[src/inc/sensor_aux_config_params.svh]
/*
 * Register offsets, reset values, field positions and serial frame sizes
 * for the auxiliary sensor configuration bank.
 * Assumes nothing beyond inclusion by bare name.
 */
`ifndef SENSOR_AUX_CONFIG_PARAMS_SVH
`define SENSOR_AUX_CONFIG_PARAMS_SVH

////////////////////////////////////////////////////////////////////////////////
// Word addresses on the serial configuration port
`define ADDR_SERIAL_OUTPUT_BIAS 9'h044
`define ADDR_RESERVED_BIAS_WORD 9'h046
`define ADDR_PIXEL_PUMP_CONFIG 9'h048
`define ADDR_RESERVED_WORD_A 9'h050
`define ADDR_RESERVED_WORD_B 9'h051
`define ADDR_THERMAL_DIODE_ENABLE 9'h060
`define ADDR_THERMAL_READOUT 9'h061
`define ADDR_SERIALIZER_POWER_CONTROL 9'h070
`define ADDR_BLACK_LEVEL_CALIBRATION 9'h080

////////////////////////////////////////////////////////////////////////////////
// Reset values
`define RST_SERIAL_OUTPUT_BIAS 8'h88
`define RST_RESERVED_BIAS_WORD 16'h8888
`define RST_PIXEL_PUMP_CONFIG 16'h1200
`define RST_RESERVED_WORD_A 10'h000
`define RST_RESERVED_WORD_B 16'h8881
`define RST_THERMAL_DIODE_ENABLE 1'h0
`define RST_THERMAL_READOUT 8'h00
`define RST_SERIALIZER_POWER_CONTROL 3'h0
`define RST_BLACK_LEVEL_CALIBRATION 16'h4008

////////////////////////////////////////////////////////////////////////////////
// Field positions
`define PUMP_PD_EN_BIT 0
`define PUMP_FD_EN_BIT 1
`define PUMP_PD_TRIM_LSB 8
`define PUMP_FD_TRIM_LSB 12
`define PUMP_TRIM_BITS 3
`define PUMP_CFG_MASK 16'h7703
`define SER_CLK_BIT 0
`define SER_SYNC_BIT 1
`define SER_DATA_BIT 2
`define BLACK_TARGET_LSB 0
`define BLACK_TARGET_BITS 8
`define BLACK_EXP_LSB 8
`define BLACK_EXP_BITS 3

////////////////////////////////////////////////////////////////////////////////
// Serial frame: address, direction bit, data word
`define FRAME_ADDR_BITS 9
`define FRAME_DATA_BITS 16
`define FRAME_DIR_LAST 5'd9
`define FRAME_DATA_LAST 5'd25

`endif

[src/inc/sensor_aux_config_pkg.sv]
/*
 * Types shared by the auxiliary sensor configuration bank.
 * Assumes the params header is compiled alongside.
 */
package sensor_aux_config_pkg;

    // Serial frame phase, Gray along idle, address, data, done
    typedef enum logic [1:0] {
        PH_IDLE = 2'h0,
        PH_ADDR = 2'h1,
        PH_DATA = 2'h3,
        PH_DONE = 2'h2
    } phase_t;

    // Stored register contents
    typedef struct packed {
        logic [7:0] serial_bias;
        logic [15:0] rsvd_bias;
        logic [15:0] pump_cfg;
        logic [9:0] rsvd_a;
        logic [15:0] rsvd_b;
        logic temp_en;
        logic [7:0] temp_code;
        logic [2:0] ser_pwr;
        logic [15:0] black_cal;
    } regs_t;

    // Serial port pins after synchronisation
    typedef struct packed {
        logic sck;
        logic ss_n;
        logic mosi;
    } spi_pins_t;

    // Charge pump controls
    typedef struct packed {
        logic pd_en;
        logic fd_en;
        logic [2:0] pd_trim;
        logic [2:0] fd_trim;
    } pump_ctrl_t;

    // Serializer power-up controls
    typedef struct packed {
        logic clk_out_up;
        logic sync_up;
        logic data_up;
    } ser_pwr_t;

    // Black calibration settings
    typedef struct packed {
        logic [7:0] target;
        logic [2:0] samples_exp;
        logic [7:0] sample_count;
    } black_cal_t;

endpackage

[src/hw/sensor_aux_config_regs.sv]
/*
 * Auxiliary configuration register bank of an image sensor: serial output
 * bias, charge pumps, temperature diode, serializer power and black level
 * calibration settings, reached over a four wire serial configuration port.
 * Assumes the serial clock runs at most at an eighth of i_sys_clk and that
 * the temperature code changes slowly against i_sys_clk.
 */
`timescale 1ns/10ps
`include "sensor_aux_config_params.svh"

module sensor_aux_config_regs (
    // Clock and reset
    input wire logic i_sys_clk,
    input wire logic i_arst_n,
    // Serial configuration port
    input wire logic i_spi_sck,
    input wire logic i_spi_ss_n,
    input wire logic i_spi_mosi,
    output logic o_spi_miso,
    // Temperature diode converter
    input wire logic [7:0] i_temp_code,
    output logic o_temp_diode_en,
    // Analog controls
    output logic [7:0] o_serial_bias,
    output sensor_aux_config_pkg::pump_ctrl_t o_pump,
    output sensor_aux_config_pkg::ser_pwr_t o_ser_pwr,
    output sensor_aux_config_pkg::black_cal_t o_black_cal
);

    typedef struct packed {
        sensor_aux_config_pkg::phase_t phase;
        logic [4:0] bit_cnt;
        logic [23:0] shift_in;
        logic [15:0] shift_out;
        logic [8:0] addr;
        logic write;
        logic sck_q;
        logic miso;
        logic [7:0] temp_prev;
        logic [7:0] sample_count;
        sensor_aux_config_pkg::regs_t regs;
    } state_t;

    state_t st;
    state_t next_st;
    sensor_aux_config_pkg::spi_pins_t pins;
    logic [7:0] temp_s;

    ////////////////////////////////////////////////////////////////////////////
    // Pin synchronisation

    pin_sync #(
        .WIDTH(11)
    ) u_pin_sync (
        .i_sys_clk(i_sys_clk),
        .i_arst_n(i_arst_n),
        .i_async({i_spi_sck, i_spi_ss_n, i_spi_mosi, i_temp_code}),
        .o_sync({pins.sck, pins.ss_n, pins.mosi, temp_s})
    );

    ////////////////////////////////////////////////////////////////////////////
    // Register read decode

    function automatic logic [15:0] read_word(
        input sensor_aux_config_pkg::regs_t r,
        input logic [8:0] a
    );
        logic [15:0] d;
        d = 16'h0000;
        unique case (a)
            `ADDR_SERIAL_OUTPUT_BIAS: d = {8'h00, r.serial_bias};
            `ADDR_RESERVED_BIAS_WORD: d = r.rsvd_bias;
            `ADDR_PIXEL_PUMP_CONFIG: d = r.pump_cfg & `PUMP_CFG_MASK;
            `ADDR_RESERVED_WORD_A: d = {6'h00, r.rsvd_a};
            `ADDR_RESERVED_WORD_B: d = r.rsvd_b;
            `ADDR_THERMAL_DIODE_ENABLE: d = {15'h0000, r.temp_en};
            `ADDR_THERMAL_READOUT: d = {8'h00, r.temp_code};
            `ADDR_SERIALIZER_POWER_CONTROL: d = {13'h0000, r.ser_pwr};
            `ADDR_BLACK_LEVEL_CALIBRATION: d = r.black_cal;
            default: d = 16'h0000;
        endcase
        return d;
    endfunction

    ////////////////////////////////////////////////////////////////////////////
    // Register write decode

    function automatic sensor_aux_config_pkg::regs_t write_word(
        input sensor_aux_config_pkg::regs_t r,
        input logic [8:0] a,
        input logic [15:0] d
    );
        sensor_aux_config_pkg::regs_t n;
        n = r;
        unique case (a)
            `ADDR_SERIAL_OUTPUT_BIAS: n.serial_bias = d[7:0];
            `ADDR_RESERVED_BIAS_WORD: n.rsvd_bias = d;
            `ADDR_PIXEL_PUMP_CONFIG: n.pump_cfg = d & `PUMP_CFG_MASK;
            `ADDR_RESERVED_WORD_A: n.rsvd_a = d[9:0];
            `ADDR_RESERVED_WORD_B: n.rsvd_b = d;
            `ADDR_THERMAL_DIODE_ENABLE: n.temp_en = d[0];
            `ADDR_SERIALIZER_POWER_CONTROL: n.ser_pwr = d[2:0];
            `ADDR_BLACK_LEVEL_CALIBRATION: n.black_cal = d;
            default: n = r;
        endcase
        return n;
    endfunction

    ////////////////////////////////////////////////////////////////////////////
    // Next state

    always_comb begin
        logic sck_rise;
        logic sck_fall;
        logic [2:0] exp_v;
        sck_rise = 1'b0;
        sck_fall = 1'b0;
        exp_v = 3'h0;
        next_st = st;
        sck_rise = pins.sck & ~st.sck_q;
        sck_fall = ~pins.sck & st.sck_q;
        next_st.sck_q = pins.sck;

        // Serial frame: address, direction, data, all MSB first
        if (pins.ss_n) begin
            next_st.phase = sensor_aux_config_pkg::PH_IDLE;
            next_st.bit_cnt = 5'h00;
            next_st.miso = 1'b0;
        end else if (sck_rise) begin
            next_st.shift_in = {st.shift_in[22:0], pins.mosi};
            next_st.bit_cnt = st.bit_cnt + 5'h01;
            unique case (st.phase)
                sensor_aux_config_pkg::PH_IDLE,
                sensor_aux_config_pkg::PH_ADDR: begin
                    next_st.phase = sensor_aux_config_pkg::PH_ADDR;
                    if (st.bit_cnt == `FRAME_DIR_LAST) begin
                        next_st.addr = st.shift_in[8:0];
                        next_st.write = pins.mosi;
                        next_st.shift_out = read_word(st.regs, st.shift_in[8:0]);
                        next_st.phase = sensor_aux_config_pkg::PH_DATA;
                    end
                end
                sensor_aux_config_pkg::PH_DATA: begin
                    if (st.bit_cnt == `FRAME_DATA_LAST) begin
                        next_st.phase = sensor_aux_config_pkg::PH_DONE;
                        if (st.write) begin
                            next_st.regs = write_word(st.regs, st.addr,
                                {st.shift_in[14:0], pins.mosi});
                        end
                    end
                end
                sensor_aux_config_pkg::PH_DONE: begin
                    next_st.bit_cnt = st.bit_cnt;
                end
            endcase
        end else if (sck_fall && st.phase == sensor_aux_config_pkg::PH_DATA) begin
            next_st.miso = st.shift_out[15];
            next_st.shift_out = {st.shift_out[14:0], 1'b0};
        end

        // Temperature captured when two samples agree, cleared when off
        next_st.temp_prev = temp_s;
        if (!next_st.regs.temp_en) begin
            next_st.regs.temp_code = `RST_THERMAL_READOUT;
        end else if (temp_s == st.temp_prev) begin
            next_st.regs.temp_code = temp_s;
        end

        // Sample count is two to the exponent
        exp_v = next_st.regs.black_cal[`BLACK_EXP_LSB +: `BLACK_EXP_BITS];
        next_st.sample_count = 8'h01 << exp_v;
    end

    ////////////////////////////////////////////////////////////////////////////
    // State register

    always_ff @(posedge i_sys_clk or negedge i_arst_n) begin
        if (!i_arst_n) begin
            st <= '0;
            st.phase <= sensor_aux_config_pkg::PH_IDLE;
            st.sck_q <= 1'b0;
            st.sample_count <= 8'h01;
            st.regs.serial_bias <= `RST_SERIAL_OUTPUT_BIAS;
            st.regs.rsvd_bias <= `RST_RESERVED_BIAS_WORD;
            st.regs.pump_cfg <= `RST_PIXEL_PUMP_CONFIG;
            st.regs.rsvd_a <= `RST_RESERVED_WORD_A;
            st.regs.rsvd_b <= `RST_RESERVED_WORD_B;
            st.regs.temp_en <= `RST_THERMAL_DIODE_ENABLE;
            st.regs.temp_code <= `RST_THERMAL_READOUT;
            st.regs.ser_pwr <= `RST_SERIALIZER_POWER_CONTROL;
            st.regs.black_cal <= `RST_BLACK_LEVEL_CALIBRATION;
        end else begin
            st <= next_st;
        end
    end

    ////////////////////////////////////////////////////////////////////////////
    // Outputs, all straight from state flip-flops

    assign o_spi_miso = st.miso;
    assign o_temp_diode_en = st.regs.temp_en;
    assign o_serial_bias = st.regs.serial_bias;
    assign o_pump.pd_en = st.regs.pump_cfg[`PUMP_PD_EN_BIT];
    assign o_pump.fd_en = st.regs.pump_cfg[`PUMP_FD_EN_BIT];
    assign o_pump.pd_trim = st.regs.pump_cfg[`PUMP_PD_TRIM_LSB +: `PUMP_TRIM_BITS];
    assign o_pump.fd_trim = st.regs.pump_cfg[`PUMP_FD_TRIM_LSB +: `PUMP_TRIM_BITS];
    assign o_ser_pwr.clk_out_up = st.regs.ser_pwr[`SER_CLK_BIT];
    assign o_ser_pwr.sync_up = st.regs.ser_pwr[`SER_SYNC_BIT];
    assign o_ser_pwr.data_up = st.regs.ser_pwr[`SER_DATA_BIT];
    assign o_black_cal.target = st.regs.black_cal[`BLACK_TARGET_LSB +: `BLACK_TARGET_BITS];
    assign o_black_cal.samples_exp = st.regs.black_cal[`BLACK_EXP_LSB +: `BLACK_EXP_BITS];
    assign o_black_cal.sample_count = st.sample_count;

endmodule

[src/hw/pin_sync.sv]
/*
 * Two flip-flop synchroniser for a group of asynchronous inputs.
 * Assumes each input is a level that stays stable for several clocks.
 */
`timescale 1ns/10ps

module pin_sync #(
    parameter int WIDTH = 1
) (
    // Clock and reset
    input wire logic i_sys_clk,
    input wire logic i_arst_n,
    // Asynchronous inputs and their synchronised copies
    input wire logic [WIDTH-1:0] i_async,
    output logic [WIDTH-1:0] o_sync
);

    typedef struct packed {
        logic [WIDTH-1:0] meta;
        logic [WIDTH-1:0] stable;
    } sync_state_t;

    sync_state_t st;
    sync_state_t next_st;

    // Meta stage feeds only the stable stage
    always_comb begin
        next_st = st;
        next_st.meta = i_async;
        next_st.stable = st.meta;
    end

    // State register
    always_ff @(posedge i_sys_clk or negedge i_arst_n) begin
        if (!i_arst_n) begin
            st <= '0;
        end else begin
            st <= next_st;
        end
    end

    assign o_sync = st.stable;

endmodule

[config.mk]
export PLATFORM = sky130hd
export DESIGN_NAME = sensor_aux_config_regs
export DESIGN_NICKNAME = d
export VERILOG_FILES = /design/src/inc/sensor_aux_config_pkg.sv /design/src/hw/sensor_aux_config_regs.sv /design/src/hw/pin_sync.sv
export VERILOG_INCLUDE_DIRS = /design/src /design/src/inc
export SDC_FILE = /design/constraint.sdc
export NUM_CORES = 1
export LEC_CHECK = 0
export BUFFER_PORTS_ARGS = -buffer_cell sky130_fd_sc_hd__buf_4
export CORE_MARGIN = 3
export CORE_UTILIZATION = 40
export DETAILED_ROUTE_END_ITERATION = 10
export PLACE_DENSITY = 0.58
export SYNTH_ARGS = -nofsm -noshare
export SYNTH_HDL_FRONTEND = slang
export SYNTH_SLANG_ARGS = --single-unit
[constraint.sdc]
create_clock -name i_sys_clk -period 6.1 [get_ports i_sys_clk]
set_input_delay 0.915 -clock i_sys_clk [delete_from_list [all_inputs] [get_ports i_sys_clk]]
set_output_delay 0.915 -clock i_sys_clk [all_outputs]
set_load 0.05 [all_outputs]
After elaboration in Yosys (flattened, before gate mapping)
Index checks and enable logic that the tools add are counted.

cells by class
  shift operators = 1
  multiplexer cells = 24
  reduce and logical (&&, ||, !) cells = 20
  equal/unequal tests = 29
  bitwise gates (word level) = 5
  add/subtract/negate cells = 1

operators with widths
  kind                                                  count
  one-hot mux 16 bit (9 select lines)                   1
  two-way mux 28 bit                                    5
  equality test 9 x 7 -> 1 bit (second input constant)  15
  two-way mux 26 bit                                    2
  two-way mux 16 bit                                    3
  AND reduction 6 bit                                   7
  two-way mux 31 bit                                    1
  equality test 9 x 8 -> 1 bit (second input constant)  2
  two-way mux 8 bit                                     2
  != test 2 x 1 -> 1 bit (second input constant)        5
  equality test 8 bit                                   1
  AND reduction 4 bit                                   2
  << shifter 1 x 3 -> 8 bit (first input constant)      1
  two-way mux 7 bit                                     1
  AND reduction 2 bit                                   3
  nonzero test 2 bit                                    3
  adder 5 x 1 -> 5 bit (second input constant)          1
  equality test 5 x 4 -> 1 bit (second input constant)  1
  equality test 5 bit (second input constant)           1
  two-way mux 5 bit                                     1
  equality test 2 bit (second input constant)           2
  two-way mux 1 bit                                     4
  two-way mux 2 bit                                     2
  one-hot mux 2 bit (2 select lines)                    1
  10 further kinds                                      13

storage, ports and cells
  register bits after elaboration = 183

Longest topological paths before layout
Gate-level depths: netlist of the first run.

  depth in word-level cells = 9
  gate-level depth with buffers = 9

By module
Synthesis of the first run repeated with hierarchy kept, for this count alone.

unflattened totals
  cells, all modules = 618
  area total of the unflattened synthesis = 7,751.2 sq um

modules (own cells, without submodules)
  module                  sequential area each (sq um)  cells each  times used  area an instance (sq um)
  sensor_aux_config_regs  3,822.4                       596         1           7,200.7
  pin_sync                550.5                         22          1           550.5

Least setup slack after synthesis of the first run
No wires, ideal clock.

  path kind = register -> register
  from = reg st[168] in the netlist's numbering
  to = reg st[76] in the netlist's numbering
  clock period less this slack = 2,304 ps
  data arrival time = 2,179 ps
  path buffers = 1
  stages on the path, launching flop included = 7
  path slack = 3,796 ps
  library setup time = 125 ps
  data required time = 5,975 ps
  path through = dfrtp_1 > nand2_1 > or4b_4 > or2_4 > nor3_2 > buf_4 > mux2_2

between the ends
  cells in the longest elaborated chain, start to end = 2

ends and longest elaborated chain
  what                           RTL line                       RTL
  start: declaration             sensor_aux_config_regs.sv:44   state_t st;
  start signal: assignment       sensor_aux_config_regs.sv:193  st <= next_st;
  equality test 2 bit            sensor_aux_config_regs.sv:132  unique case (st.phase)
  AND reduction 6 bit (no line)  -

Every way passes these cells.
A chain may end at the register's enable or synchronous reset.

Worst setup path after layout of the first run
  from = reg st[145] in the netlist's numbering
  to = reg st[134] in the netlist's numbering

between the ends
  cells in the longest elaborated chain, start to end = 5

ends and longest elaborated chain
  what                                                                          RTL line                       RTL
  equality test 9 x 8 -> 1 bit or equality test 9 x 7 -> 1 bit (tied branches)  sensor_aux_config_regs.sv:70   unique case (a)
  one-hot mux 16 bit (9 select lines) *                                         sensor_aux_config_regs.sv:70
  two-way mux 26 bit *                                                          sensor_aux_config_regs.sv:136  if (st.bit_cnt == `FRAME_DIR_LAST) begin
  two-way mux 26 bit *                                                          sensor_aux_config_regs.sv:132
  two-way mux 16 bit *                                                          sensor_aux_config_regs.sv:129  end else if (sck_rise) begin

Mark *: on every way between the ends. The rest lies on a longest branch, timed or not. The select of a mux whose other input is x is not followed.

==> results of run 1 <==
cells in the final DEF, fill, tap and decap left out, drive strengths merged, types with 3 or more instances in the layout:
cell type and count:
a22o 4, clkbuf 19, clkinv 3, nand3b 7, o31ai 3, o22ai 6
a221o 18, inv 10, mux2 104, o2bb2ai 5, xnor2 10, buf 56
a21oi 5, dfrtp 159, a32oi 4, nor2 45, nand4 6, or2 3
o21ai 6, or3 3, a22oi 17, nand2b 5, nor2b 8, mux2i 17
nand2 31, nand3 8, or4 4, a211o 3, dfstp 15, nor3 12
bufinv 3, nor3b 6, nand4b 6
cell type report:
type,count,area (um2)
clock buffer,19,443
clock inverter,13,178
fill,1743,10200
inverter,4,15.0
multi-input combinational,375,3020
sequential,174,4370
tap,260,325
timing repair buffer,56,424
kinds of logic (layout without fill, tap and decap cells):
logic type | Yosys count | count (layout)
fa+ha+maj | 2 | 2
mux | 121 | 121
flops | 174 | 174
compound gates | 86 | 86
simple gates | 154 | 154
buf+inv | 88 | 92
xor+xnor | 12 | 12
final timing paths:
| kind | startpoint | cells past startpoint | to |
|---|---|---|---|
| max in group asynchronous | i_arst_n | 2 | st[21]$_DFFE_PN0P_ |
| min reg2reg | u_pin_sync.next_st[5]$_DFF_PN0_ | 0 | u_pin_sync.o_sync[5]$_DFF_PN0_ |
| max reg2reg | st[145]$_DFFE_PN0P_ | 5 | st[134]$_DFFE_PN0P_ |
| min | u_pin_sync.next_st[5]$_DFF_PN0_ | 0 | u_pin_sync.o_sync[5]$_DFF_PN0_ |
| max | st[145]$_DFFE_PN0P_ | 5 | st[134]$_DFFE_PN0P_ |
| min in group asynchronous | i_arst_n | 1 | u_pin_sync.next_st[10]$_DFF_PN0_ |
flip-flops by register name, summed over array words and instances, names as in the netlist:
name and flops:
o_pump 8, o_spi_miso 1, o_temp_diode_en 1, u_pin_sync.o_sync 11, o_ser_pwr 3, u_pin_sync.next_st 11
st 112, o_serial_bias 8, o_black_cal 19
power groups by stage:
| stage | clock (mW) | sequential (mW) | combinational, mW |
|---|---|---|---|
| global route | 1.22 | 1.35 | 0.249 |
| CTS | 1.17 | 1.34 | 0.226 |
| floorplan | 0 | 1.23 | 0.249 |
| finish | 1.14 | 1.34 | 0.224 |
| global placement | 0 | 1.35 | 0.221 |
| detailed placement | 0 | 1.36 | 0.225 |
critical path, delay by kind of cell, from the launching register on:
family | cells | cell delay (ps)
flops | 1 | 630
simple gates | 2 | 900
compound gates | 3 | 1610
per-stage QoR:
stage / cell area, um2 / instances / power [mW]
global route: 8780 / 901 / 2.82
finish: 8780 / 901 / 2.70
floorplan: 7880 / 637 / 1.48
detailed placement: 8160 / 869 / 1.58
global placement: 8160 / 869 / 1.57
CTS: 8780 / 901 / 2.73
routing by layer:
metal  up-vias  share of wire, %  track usage [%]
met5         -                 0                0
met4         0               1.2             4.66
met3        14               4.4             4.38
met2       110                48             26.4
met1      2528                47             23.3
li1       2251                 -                -
==> qor_table.md, run 1 <==
| Result | Value |
| --- | --- |
| Maximum clock insertion buffer count | 2 |
| Dominant synthesized flop cell | dfrtp_1 |
| Worst setup SP type | register |
| Crit-path slowest cell | a211oi_2 |
| Post-route fraction of the period consumed by the critical path | 52.7% |
| Resized cells post-CTS | 0 |
| RSZ-0062 raised after global routing | false |
| Worst setup path class | reg -> reg |
| Number of buffers created by CTS | 17 |
| Worst voltage drop across the vdd grid | 0.196 mV |
| Final-report hold violation count | 0 |
| Top post-synthesis cells by area | dfrtp_1 (51%), mux2_2 (14%), dfstp_2 (5.0%) |
| Number of max-cap violations | 0 |
| Critical path arrival | 3570 ps |
| # setup viols final | 0 |
| Routed WL | 17500 um |
| Cell type with the highest occurrence count on the critical path | a221o_1 |
| Cell row count | 50 |
| Number of hold buffers added after cts | 0 |
| Max Fclk | 311 MHz |
| Clock latency of the later-clocked register in the worst-skew pair | 430 ps |
| DP Worst Slack | 2980 ps |
| Nets | 643 |
| Post-synth ARST share | 100% |
| Required time worst endpoint | 6450 ps |
| Relative max-transition margin | 25.5% |
| FF+latch count, synth | 174 |
| Setup clock skew after layout | 13.4 ps |
| Starting DRT DRC Count | 342 |
| Power Dens Cells | 308 nW/um2 |
| DRT antenna net count | 0 |
| Util after Layout | 46.2% |
| CTS tree | yes |
| Global-route wire length before repair | 28300 um |
| DRT Pass-1 Iters | 5 |
| Net Count, Synth | 652 |
| Worst hold-check slack | 347 ps |
| Dominant cell by count in the synthesized netlist | dfrtp_1 |
| Logic pwr share | 8.3% |
| Total Routing Usage GR | 16.8% |
| Post-route minimum period | 3220 ps |
| Layout cells sized above 1 | 34.0% |
| Proportion of synthesized area in mux cells | 17.4% |
| DP HPWL | 11700 um |
| Clk network pwr share | 42.2% |
| Net switching fraction of the power | 28.2% |
| Number of cells produced by synthesis | 637 |
| Part of the Yosys area used for sequential elements | 55.5% |
| Combinational family with the most area after synthesis | multiplexers |
| Area fraction in compound gates after synthesis | 8.78% |
| Number of buffers inserted by post-CTS setup repair | 0 |
| Internal Pwr Total | 1.94 mW |
| Layout overhead on the synthesized area | 11.5% |
| Proportion of netlist area held by the largest area contributor | 50.5% |
| Setup slack, reg-to-reg | 2890 ps |
| Width of the die | 146 um |
| Number of antenna violations at the first check in global routing | 0 |
| Sum of negative setup slack | 0 ps |
| Maximum number of pins on one net before global-route repair | 75 |
| Floorplan die area | 21400 um2 |
| Final WS setup | 2890 ps |
| Count of boundary I/O pins | 53 |
| Synthesized-area fraction occupied by xor and xnor cells | 1.33% |
| Die Y | 146 um |
| Basic-gate share of the synthesized area counting and, or, nand and nor cells | 10.4% |
| Worst Hold Class | reg -> reg |
| Residual DRC | 0 |
| Number of flops mapped to enable cells by yosys | 0 |
| Area leader, netlist | dfrtp_1 |
| Max-slew violations | 0 |
| Synthesized-area fraction occupied by adder cells | 0.318% |
| Result of the run | completed |
| Synth Warn # | 0 |
| Area of the mapped netlist | 7880 um2 |
| RD Place Congestion | 0.881 |
| Vias per cell | 5.44 |
| Leakage dissipation | 3.96 nW |
| Net switching power | 761 uW |
| Max incr delay on CP | 920 ps |
| Initial standard-cell utilization of the core | 41.4% |
| Highest net fanout along the worst path | 20 |
| CTS H-tree depth | 4 |
| Std-Cell Core Area | 19000 um2 |
| Detailed-route via count | 4903 |
| Unique cell type count in the Yosys netlist | 60 |
| Leading post-synthesis cells by instance count | dfrtp_1 (159), mux2_2 (96), nor2_1 (45) |
| Count of inserted antenna diode cells | 0 |
| CTS sink count | 174 |
| Synthesized area per cell | 12.4 um2 |
| Sequential share of power | 49.5% |
| Mean routed wirelength per cell | 19.4 um |
| Cell-by-cell listing of the critical path | nor2b_1, nand2_1, a221o_1, a211oi_2, a221o_1 |
| Clock slew at the register clock pins of the worst setup and hold paths | 70 ps |
| Vias in the first global route | 4912 |
| Clk Tree Root Cell | clkbuf_16 |
| CP Capture Type | register |
| Aggregate global routing overflow | 0 |
| Transition at the pin with the smallest max-transition slack | 1110 ps |
| Number of input and output port buffers inserted | 52 |
Power figures use the tool's default switching activity.
==> run 2, diff against run 1 <==
--- a/config.mk
+++ b/config.mk
@@ -10,7 +10,7 @@
 export CORE_MARGIN = 3
 export CORE_UTILIZATION = 40
 export DETAILED_ROUTE_END_ITERATION = 10
-export PLACE_DENSITY = 0.58
+export PLACE_DENSITY = 0.6
 export SYNTH_ARGS = -nofsm -noshare
 export SYNTH_HDL_FRONTEND = slang
 export SYNTH_SLANG_ARGS = --single-unit
==> constraint.sdc (replaced) <==
create_clock -name i_sys_clk -period 2.9 [get_ports i_sys_clk]
set_input_delay 0.435 -clock i_sys_clk [delete_from_list [all_inputs] [get_ports i_sys_clk]]
set_output_delay 0.435 -clock i_sys_clk [all_outputs]
set_load 0.05 [all_outputs]
==> run 2 against run 1 <==
Effect of this change: the flow now finishes with violations (negative hold slack); clock skew is 5.5 ps lower; clock power is 87% higher; utilization is 0.53 points higher; non-clock buffer count is 21 higher; final cell count is 2.3% higher; global-route usage is 0.40 points higher; largest cell class unchanged.
==> qor_table.md, run 2 (synthesis results as in run 1) <==
| Result | Value | Delta |
| --- | --- | --- |
| Worst setup path class | reg -> reg |  |
| DRT Pass-1 Iters | 6 | +1 |
| Vias per cell | 5.47 | +0.53% |
| Leakage dissipation | 4.03 nW | +1.8% |
| # setup viols final | 0 | unchanged |
| Max incr delay on CP | 650 ps | -270 ps |
| Violated checks | negative hold slack |  |
| Power Dens Cells | 629 nW/um2 | +100% |
| Nets | 664 | +3.3% |
| Residual DRC | 0 | unchanged |
| Die Y | 146 um | unchanged |
| Largest register FFs | 112 | unchanged |
| Resized cells post-CTS | 0 | unchanged |
| Number of hold buffers added after cts | 0 | unchanged |
| Worst hold-check slack | -2.20 ps | -349 ps |
| Clock slew at the register clock pins of the worst setup and hold paths | 60 ps | about the same |
| DP Worst Slack | 439 ps | -2540 ps |
| CTS sink count | 174 | unchanged |
| Number of buffers inserted by post-CTS setup repair | 0 | unchanged |
| Required time worst endpoint | 3220 ps | -3230 ps |
| Relative max-transition margin | 19.7% | -5.9 points |
| CTS tree | yes |  |
| Worst voltage drop across the vdd grid | 0.452 mV | +130% |
| Launch point of the worst path | st[163]$_DFFE_PN0P_ |  |
| Number of max-cap violations | 0 | unchanged |
| Register containing the most flip-flops in the final layout | st |  |
| Routed WL | 17800 um | +2.2% |
| Cell-by-cell listing of the critical path | inv_1, ha_1, nand4b_1, nand3b_1, or2_4, or4_4, mux2_4 |  |
| Clk Tree Root Cell | clkbuf_16 |  |
| Maximum number of pins on one net before global-route repair | 67 | -11% |
| Clock latency of the later-clocked register in the worst-skew pair | 430 ps | about the same |
| Cell row count | 50 | unchanged |
| Count of inserted antenna diode cells | 0 | unchanged |
| Maximum clock insertion buffer count | 2 | unchanged |
| Critical path arrival | 2780 ps | -790 ps |
| Setup clock skew after layout | 7.97 ps | -5.45 ps |
| Count of boundary I/O pins | 53 | unchanged |
| Starting DRT DRC Count | 372 | +8.8% |
| Mean routed wirelength per cell | 19.4 um | -0.13% |
| Transition at the pin with the smallest max-transition slack | 1200 ps | +87.3 ps |
| Most used cells in the layout excluding fill and tap cells | dfrtp_1 (159), mux2_2 (96), buf_4 (75) |  |
| Initial standard-cell utilization of the core | 41.4% | unchanged |
| RSZ-0062 raised after global routing | false |  |
| DP HPWL | 12000 um | +2.5% |
| Result of the run | complete, but fails checks |  |
| Number of antenna violations at the first check in global routing | 0 | unchanged |
| Global-route wire length before repair | 29000 um | +2.4% |
| Aggregate global routing overflow | 0 | unchanged |
| Final WS setup | 434 ps | -2450 ps |
| Post-route minimum period | 2470 ps | -749 ps |
| Detailed-route via count | 5044 | +2.9% |
| Layout overhead on the synthesized area | 12.7% |  |
| Post-route fraction of the period consumed by the critical path | 85.0% | +32 points |
| Floorplan die area | 21400 um2 | unchanged |
| Leading cell type in the layout, fill and taps excluded | dfrtp_1 |  |
| Max Fclk | 405 MHz | +30% |
| Sum of negative setup slack | 0 ps | unchanged |
| Total Routing Usage GR | 17.2% | +0.40 points |
| Highest net fanout along the worst path | 8 | -60% |
| Worst setup SP type | register |  |
| Worst Hold Class | in -> async |  |
| Crit-path slowest cell | or4_4 |  |
| Number of input and output port buffers inserted | 52 | unchanged |
| Max-slew violations | 0 | unchanged |
| DRT antenna net count | 0 | unchanged |
| Std-Cell Core Area | 19000 um2 | unchanged |
| Reg-to-reg critical path startpoint | st[163]$_DFFE_PN0P_ |  |
| Width of the die | 146 um | unchanged |
| Layout cells sized above 1 | 36.0% | +1.9 points |
| Number of buffers created by CTS | 17 | unchanged |
| RD Place Congestion | 0.857 | -2.8% |
| CTS H-tree depth | 4 | unchanged |
| Vias in the first global route | 5114 | +4.1% |
| CP Capture Type | register |  |
| Final-report hold violation count | 2 | +2 |
run 2: cell count changes in the layout (fill, tap and decap cells not counted), sizes merged:
cell / delta
inv: -2
bufinv: -3
clkinv: +4
clkinvlp: +1
buf: +21
run 2: stage by stage:
step | utilization, % | instances | instance area, um2 | power [mW]
3_3_place_gp | 43.8 | 890 | 8330 | 3.47
5_1_grt | 46.7 | 922 | 8880 | 5.82
2_1_floorplan | - | 637 | 7880 | 3.11
4_1_cts | 46.7 | 922 | 8880 | 5.63
3_5_place_dp | 43.8 | 890 | 8330 | 3.48
6_report | 46.7 | 922 | 8880 | 5.59
run 2: final cells by class:
type | instances | area (um2)
timing repair buffer | 77 | 594
clock buffer | 19 | 443
multi-input combinational | 375 | 3020
inverter | 4 | 15.0
fill | 1737 | 10100
sequential | 174 | 4370
clock inverter | 13 | 111
tap | 260 | 325
run 2: final timing paths:
check,cells past startpoint,slack [ps],end
worst max-delay path,7,430,o_pump[1]$_DFFE_PN0P_
max in group asynchronous,2,2050,st[28]$_DFFE_PN1P_
worst max register to register,7,430,o_pump[1]$_DFFE_PN0P_
min in group i_sys_clk,1,100,u_pin_sync.next_st[1]$_DFF_PN0_
worst min-delay path,1,-2,u_pin_sync.next_st[10]$_DFF_PN0_
worst min register to register,0,350,u_pin_sync.o_sync[10]$_DFF_PN0_
run 2: power by group:
| group | leakage, nW | internal (mW) | total, mW | switching [mW] |
|---|---|---|---|---|
| combinational | 1.47 | 0.265 | 0.858 | 0.593 |
| clock | 0.267 | 1.14 | 2.13 | 0.995 |
| sequential | 2.29 | 2.50 | 2.60 | 0.0916 |
run 2: metal layers:
layer	up-vias	wire, um	part of all wire [%]	GRT usage [%]
li1	2274	-	-	-
met1	2617	8130	46	23.4
met2	128	8600	48	27.2
met3	25	785	4.4	3.76
met4	0	326	1.8	6.44
met5	-	0	0	0
run 2: worst max-delay path: cells and delay by family, from the launching register on:
family                     cells  cell delay [ps]
adders and majority gates      1              140
muxes                          1              340
and+or+nand+nor                4             1390
DFF                            1              400
buffers and inverters          1               80
